**config.mk**
```make
export PLATFORM = sky130hd
export DESIGN_NAME = ocfh_top
export DESIGN_NICKNAME = d
export VERILOG_FILES = /design/src/design/ocfh_pkg.sv /design/src/design/ocfh_sync_if.sv /design/src/design/ocfh_input_sync.sv /design/src/design/ocfh_top.sv
export SDC_FILE = /design/constraint.sdc
export NUM_CORES = 1
export LEC_CHECK = 0
export BUFFER_PORTS_ARGS = -buffer_cell sky130_fd_sc_hd__buf_2
export CAP_MARGIN = 10
export CELL_PAD_IN_SITES_DETAIL_PLACEMENT = 2
export CELL_PAD_IN_SITES_GLOBAL_PLACEMENT = 2
export CORE_ASPECT_RATIO = 1.1
export CORE_UTILIZATION = 37
export DETAILED_ROUTE_END_ITERATION = 16
export GPL_ROUTABILITY_DRIVEN = 1
export GPL_TIMING_DRIVEN = 1
export PLACE_DENSITY = 0.89
export RECOVER_POWER = 25
export SYNTH_ARGS = -nofsm -noshare
export SYNTH_HDL_FRONTEND = slang
export SYNTH_SLANG_ARGS = --single-unit
```
**constraint.sdc**
```tcl
create_clock -name core_clk -period 3.2 [get_ports core_clk]
set_clock_uncertainty 0.15 [all_clocks]
set_input_delay 0.48 -clock core_clk [delete_from_list [all_inputs] [get_ports core_clk]]
set_output_delay 0.48 -clock core_clk [all_outputs]
set_load 0.01 [all_outputs]
```
**src/design/ocfh_pkg.sv**
```systemverilog
// Constants and types for the overcurrent fault and hiccup sequencer.
// Assumes one 50 MHz core clock and analog comparators outside.
package ocfh_pkg;
  localparam int CNT_W = 3;
  localparam logic [2:0] CNT_FULL = 3'h7;
  localparam logic [2:0] CNT_ZERO = 3'h0;
  localparam logic [2:0] CNT_RESET = 3'h0;
  localparam int CLK_MHZ = 50;
  localparam int SYNC_STAGES = 2;
  typedef enum logic [1:0] {
    OCFH_SOFTSTART = 2'b00,
    OCFH_RUN = 2'b01,
    OCFH_DISCHARGE = 2'b10,
    OCFH_RECHARGE = 2'b11
  } ocfh_state_e;
endpackage

```
**src/design/ocfh_sync_if.sv**
```systemverilog
// Bundle of synchronised comparator levels passed from the input stage.
// Assumes both ends run on core_clk.
`timescale 1ns/1ns
interface ocfh_sync_if;
  logic cycle_start;
  logic over_thresh;
  logic hs_on;
  logic cap_empty;
  logic cap_full;
  logic ss_done;
  logic shutdown;
  modport src (output cycle_start, over_thresh, hs_on, cap_empty, cap_full, ss_done, shutdown);
  modport dst (input cycle_start, over_thresh, hs_on, cap_empty, cap_full, ss_done, shutdown);
endinterface

```
**src/design/ocfh_input_sync.sv**
```systemverilog
// Two-stage synchronisers for all analog comparator inputs.
// Assumes the inputs are asynchronous to core_clk.
`timescale 1ns/1ns
module ocfh_input_sync (
  input wire logic core_clk,
  input wire logic rst_n,
  input wire logic [6:0] async_in,
  ocfh_sync_if.src out
);
  typedef struct packed {
    logic [6:0] meta;
    logic [6:0] sync;
  } ocfh_sync_s;
  ocfh_sync_s st_ff;
  ocfh_sync_s nxt_st;
  always_comb begin
    nxt_st.meta = async_in;
    nxt_st.sync = st_ff.meta;
  end
  always_ff @(posedge core_clk) begin
    if (!rst_n) begin
      st_ff <= '0;
    end else begin
      st_ff <= nxt_st;
    end
  end
  assign out.cycle_start = st_ff.sync[0];
  assign out.over_thresh = st_ff.sync[1];
  assign out.hs_on = st_ff.sync[2];
  assign out.cap_empty = st_ff.sync[3];
  assign out.cap_full = st_ff.sync[4];
  assign out.ss_done = st_ff.sync[5];
  assign out.shutdown = st_ff.sync[6];
endmodule

```
**src/design/ocfh_top.sv**
```systemverilog
// Overcurrent fault counter and hiccup sequencer for a buck controller.
// Assumes analog comparators and the PWM oscillator drive the inputs.
`timescale 1ns/1ns
module ocfh_top (
  input wire logic core_clk,
  input wire logic rst_n,
  input wire logic pwm_cycle_start,
  input wire logic pwm_request,
  input wire logic current_threshold_pin,
  input wire logic hs_on_sense,
  input wire logic softstart_cap_voltage,
  input wire logic cap_full_sense,
  input wire logic softstart_done_sense,
  input wire logic softstart_shutdown_pin,
  output logic high_side_gate_drive,
  output logic low_side_gate_drive,
  output logic softstart_discharge,
  output logic fault_active,
  output logic [2:0] oc_count
);
  ocfh_sync_if sif ();
  ocfh_input_sync u_sync (
    .core_clk(core_clk),
    .rst_n(rst_n),
    .async_in({softstart_shutdown_pin, softstart_done_sense, cap_full_sense,
      softstart_cap_voltage, hs_on_sense, current_threshold_pin, pwm_cycle_start}),
    .out(sif)
  );

  typedef struct packed {
    ocfh_pkg::ocfh_state_e state;
    logic [2:0] cnt;
    logic cyc_dly;
    logic oc_seen;
    logic pulse_cut;
    logic hs;
    logic ls;
    logic dis;
    logic flt;
  } ocfh_top_s;
  ocfh_top_s st_ff;
  ocfh_top_s nxt_st;

  function automatic logic [2:0] sat_step(input logic [2:0] v, input logic up);
    if (up) begin
      sat_step = (v == ocfh_pkg::CNT_FULL) ? v : v + 3'h1;
    end else begin
      sat_step = (v == ocfh_pkg::CNT_ZERO) ? v : v - 3'h1;
    end
  endfunction

  logic cyc_edge;
  logic oc_now;
  logic switching;
  assign cyc_edge = sif.cycle_start & ~st_ff.cyc_dly;
  assign oc_now = sif.over_thresh & sif.hs_on;

  always_comb begin
    nxt_st = st_ff;
    nxt_st.cyc_dly = sif.cycle_start;
    switching = 1'b0;
    // New cycle clears first, so an overcurrent landing on the edge is not lost
    if (cyc_edge) begin
      nxt_st.oc_seen = 1'b0;
      nxt_st.pulse_cut = 1'b0;
    end
    if (oc_now) begin
      nxt_st.oc_seen = 1'b1;
      nxt_st.pulse_cut = 1'b1;
    end
    case (st_ff.state)
      ocfh_pkg::OCFH_SOFTSTART: begin
        switching = 1'b1;
        nxt_st.dis = 1'b0;
        if (sif.ss_done) begin
          nxt_st.state = ocfh_pkg::OCFH_RUN;
          nxt_st.oc_seen = 1'b0;
        end
      end
      ocfh_pkg::OCFH_RUN: begin
        switching = 1'b1;
        if (cyc_edge) begin
          nxt_st.cnt = sat_step(st_ff.cnt, st_ff.oc_seen);
          if (st_ff.oc_seen && st_ff.cnt == 3'h6 || st_ff.cnt == ocfh_pkg::CNT_FULL) begin
            nxt_st.state = ocfh_pkg::OCFH_DISCHARGE;
            nxt_st.flt = 1'b1;
            nxt_st.dis = 1'b1;
            nxt_st.cnt = sat_step(ocfh_pkg::CNT_FULL, 1'b0);
            switching = 1'b0;
          end
        end
      end
      ocfh_pkg::OCFH_DISCHARGE: begin
        nxt_st.dis = 1'b1;
        if (sif.cap_empty) begin
          nxt_st.dis = 1'b0;
          if (st_ff.cnt == ocfh_pkg::CNT_ZERO) begin
            nxt_st.state = ocfh_pkg::OCFH_SOFTSTART;
            nxt_st.flt = 1'b0;
          end else begin
            nxt_st.state = ocfh_pkg::OCFH_RECHARGE;
          end
        end
      end
      ocfh_pkg::OCFH_RECHARGE: begin
        nxt_st.dis = 1'b0;
        if (sif.cap_full) begin
          nxt_st.state = ocfh_pkg::OCFH_DISCHARGE;
          nxt_st.dis = 1'b1;
          nxt_st.cnt = sat_step(st_ff.cnt, 1'b0);
        end
      end
      default: begin
        nxt_st.state = ocfh_pkg::OCFH_SOFTSTART;
      end
    endcase
    // Shutdown pin high turns both gates off; outside a fault it also forces soft-start
    if (sif.shutdown) begin
      switching = 1'b0;
      if (!nxt_st.flt) begin
        nxt_st.state = ocfh_pkg::OCFH_SOFTSTART;
      end
    end
    nxt_st.hs = switching & pwm_request & ~nxt_st.pulse_cut & ~oc_now;
    nxt_st.ls = switching & ~nxt_st.hs;
  end

  always_ff @(posedge core_clk) begin
    if (!rst_n) begin
      st_ff <= '0;
    end else begin
      st_ff <= nxt_st;
    end
  end

  assign high_side_gate_drive = st_ff.hs;
  assign low_side_gate_drive = st_ff.ls;
  assign softstart_discharge = st_ff.dis;
  assign fault_active = st_ff.flt;
  assign oc_count = st_ff.cnt;
endmodule

```
==> flow_metrics.env <==
export IMPL_status="finished clean"
export IMPL_ys_warn_count=0
export IMPL_grt_pass1_vias=1177
export IMPL_ys_async_sr_fraction_pct=0
export IMPL_fmax_ghz=0.485
export IMPL_grt_overflow=0
export IMPL_grt_usage_pct=20.4
export IMPL_crit_chain="inv_1 > ha_1 > a31oi_1 > o21ai_1 > a211o_1 > a21oi_1"
export IMPL_cts_clk_slew_worst_paths_ns=0.14
export IMPL_path_delay_family="compound AO/OA/AOI/OAI gates"
export IMPL_ctsResizeCount=0
export IMPL_min_period_ns=2.06
export IMPL_final_common_cell="dfxtp_1"
export IMPL_critPathRequiredTime_ns=3.30
export IMPL_synth_edff_count=0
export IMPL_drt_pass1_iter_count=4
export IMPL_hp_class="in2reg"
export IMPL_tightest_slew_ns=0.722
export IMPL_viasPerCell=5.20
export IMPL_crit_arrival_ns=2.16
export IMPL_ys_types=42
export IMPL_drt_initial_drc_count=26
export IMPL_ys_seq_area_share_pct=40.2
export IMPL_cts_sinks=26
export IMPL_dp_cells=196
export IMPL_post_cts_buffers=0
export IMPL_leakage_nw=0.610
export IMPL_routedWlPerCell_um=16.6
export IMPL_layout_common_cells="dfxtp_1, buf_2, and2_1, nor2_1, inv_1"
export IMPL_cpMaxStageDelayCell="dfxtp_1"
export IMPL_drv_cap=0
export IMPL_clk_latency_ns=0.32
export IMPL_die_area_mm2=0.00374
export IMPL_cts_tree="yes"
export IMPL_root_buffer="clkbuf_4"
export IMPL_cts_buffers=3
export IMPL_critPathKind="reg2reg"
export IMPL_die_height_um=64.1
export IMPL_place_gp_congestion=0.818
export IMPL_startpoint_type="register"
export IMPL_portBuffers=16
export IMPL_crit_fanout=8
export IMPL_power_total_mw=0.559
export IMPL_antenna_found_initial=0
export IMPL_layoutNonFillerInstCount=200
export IMPL_hold_violations=0
export IMPL_grt_pass1_wl_um=5580
export IMPL_antenna_cells=0
export IMPL_r2r_start="oc_count[0]"
export IMPL_drc_errors=0
export IMPL_worstHoldStart="pwm_request"
export IMPL_h_tree_depth=1
export IMPL_period_share_pct=64.4
export IMPL_crit_buf_inv=1
export IMPL_drtAntennaViolNets=0
export IMPL_cts_hold_buf=0
export IMPL_critPathCaptureType="register"
export IMPL_ir_drop_v=0.000251
export IMPL_cts_buffer_depth=2
export IMPL_critPathMaxStageDelay_ns=0.49
export IMPL_slew_headroom_pct=51.9
export IMPL_ys_flop_type="dfxtp_1"
export IMPL_synth_fp_nets=160
export IMPL_wl_um=3310
export IMPL_fin_nets=172
export IMPL_initial_core_util_pct=38.9
export IMPL_syn_area_per_cell_um2=9.19
export IMPL_boundaryPins=17
export IMPL_num_vias=1040
export IMPL_cp_startpoint="oc_count[0]"
export IMPL_p_per_area_mw_per_mm2=397
export IMPL_drive_above_1_share_pct=15.8
export IMPL_hpwl_um=2490
export IMPL_grt_max_degree=22
export IMPL_synthToLayoutAreaGrowth_pct=8.59
export IMPL_rsz0062_at_grt="no"
export IMPL_setup_tns_ns=0
export IMPL_num_rows=22
export IMPL_ys_ff_latch=26
export IMPL_drv_slew=0
export IMPL_coreArea_mm2=0.00333
export IMPL_syn_cell_area_mm2=0.00130
export IMPL_die_width_um=58.4
export IMPL_setup_violations_final=0
export IMPL_syn_inst=141
## power by group
group / switching [mW] / internal [mW] / leakage, nW
clock: 0.0947 / 0.0695 / 0.0210
sequential: 0.00766 / 0.336 / 0.213
combinational: 0.0293 / 0.0219 / 0.376
total: 0.132 / 0.427 / 0.610
## logic make-up after synthesis
| group | Yosys count | synth area share, % |
|---|---|---|
| compound gates | 35 | 19.2 |
| mux | 3 | 2.41 |
| buf+inv | 19 | 7.82 |
| flops | 26 | 40.2 |
| fa+ha+maj | 9 | 8.69 |
| simple gates | 49 | 21.7 |
## synthesized netlist by cell type, drive strengths merged (3+ instances only)
cell type / number / area, um^2
buf: 6 / 52.6
dfxtp: 26 / 521
nor2: 11 / 41.3
and2: 16 / 100
inv: 10 / 37.5
a31oi: 3 / 18.8
ha: 9 / 113
clkbuf: 3 / 11.3
o21ai: 9 / 45.0
nand2: 5 / 18.8
a21oi: 4 / 20.0
a211oi: 3 / 27.5
nand2b: 6 / 45.0
## worst paths after layout
path	to	cells past startpoint	slack [ns]
worst max-delay path	low_side_gate_drive	6	1.14
worst min-delay path	low_side_gate_drive	2	0.20
worst max register to register	low_side_gate_drive	6	1.14
worst min register to register	u_sync.out.cycle_start	1	0.30
## layout make-up
| class | instances | area, um^2 |
|---|---|---|
| Multi-Input combinational cell | 96 | 674 |
| Sequential cell | 26 | 520 |
| Fill cell | 372 | 1920 |
| Inverter | 10 | 37.5 |
| Tap cell | 48 | 60.1 |
| Clock buffer | 4 | 36.3 |
| Timing Repair Buffer | 16 | 78.8 |
## per-layer routing
layer  part of all wire [%]  vias to the layer above  track usage, %
li1                       -                      508               -
met1                     41                      499            22.8
met2                     53                       23            36.8
met3                    2.8                       10            3.44
met4                    3.3                        0            9.52
met5                      0                        -               0
## state kept, by name (all words and copies together), names as in the netlist
name	cells
u_sync.out.hs_on	1
u_sync.out.cap_full	1
fault_active	1
u_sync.out.cycle_start	1
u_sync.out.over_thresh	1
high_side_gate_drive	1
softstart_discharge	1
u_sync.out.cap_empty	1
u_sync.nxt_st	7
st_ff	5
u_sync.out.shutdown	1
u_sync.out.ss_done	1
oc_count	3
low_side_gate_drive	1
## metrics by stage
stage	area, um^2	setup WS [ns]	utilization (%)	hold WS [ns]
6_report	1410	1.14	42.3	0.199
5_1_grt	1410	0.946	42.3	0.189
4_1_cts	1410	1.11	42.3	0.185
3_5_place_dp	1370	1.18	41.2	0.272
3_3_place_gp	1370	1.30	41.2	0.264
2_1_floorplan	1300	1.41	-	0.262
Power figures use the tool's default switching activity.
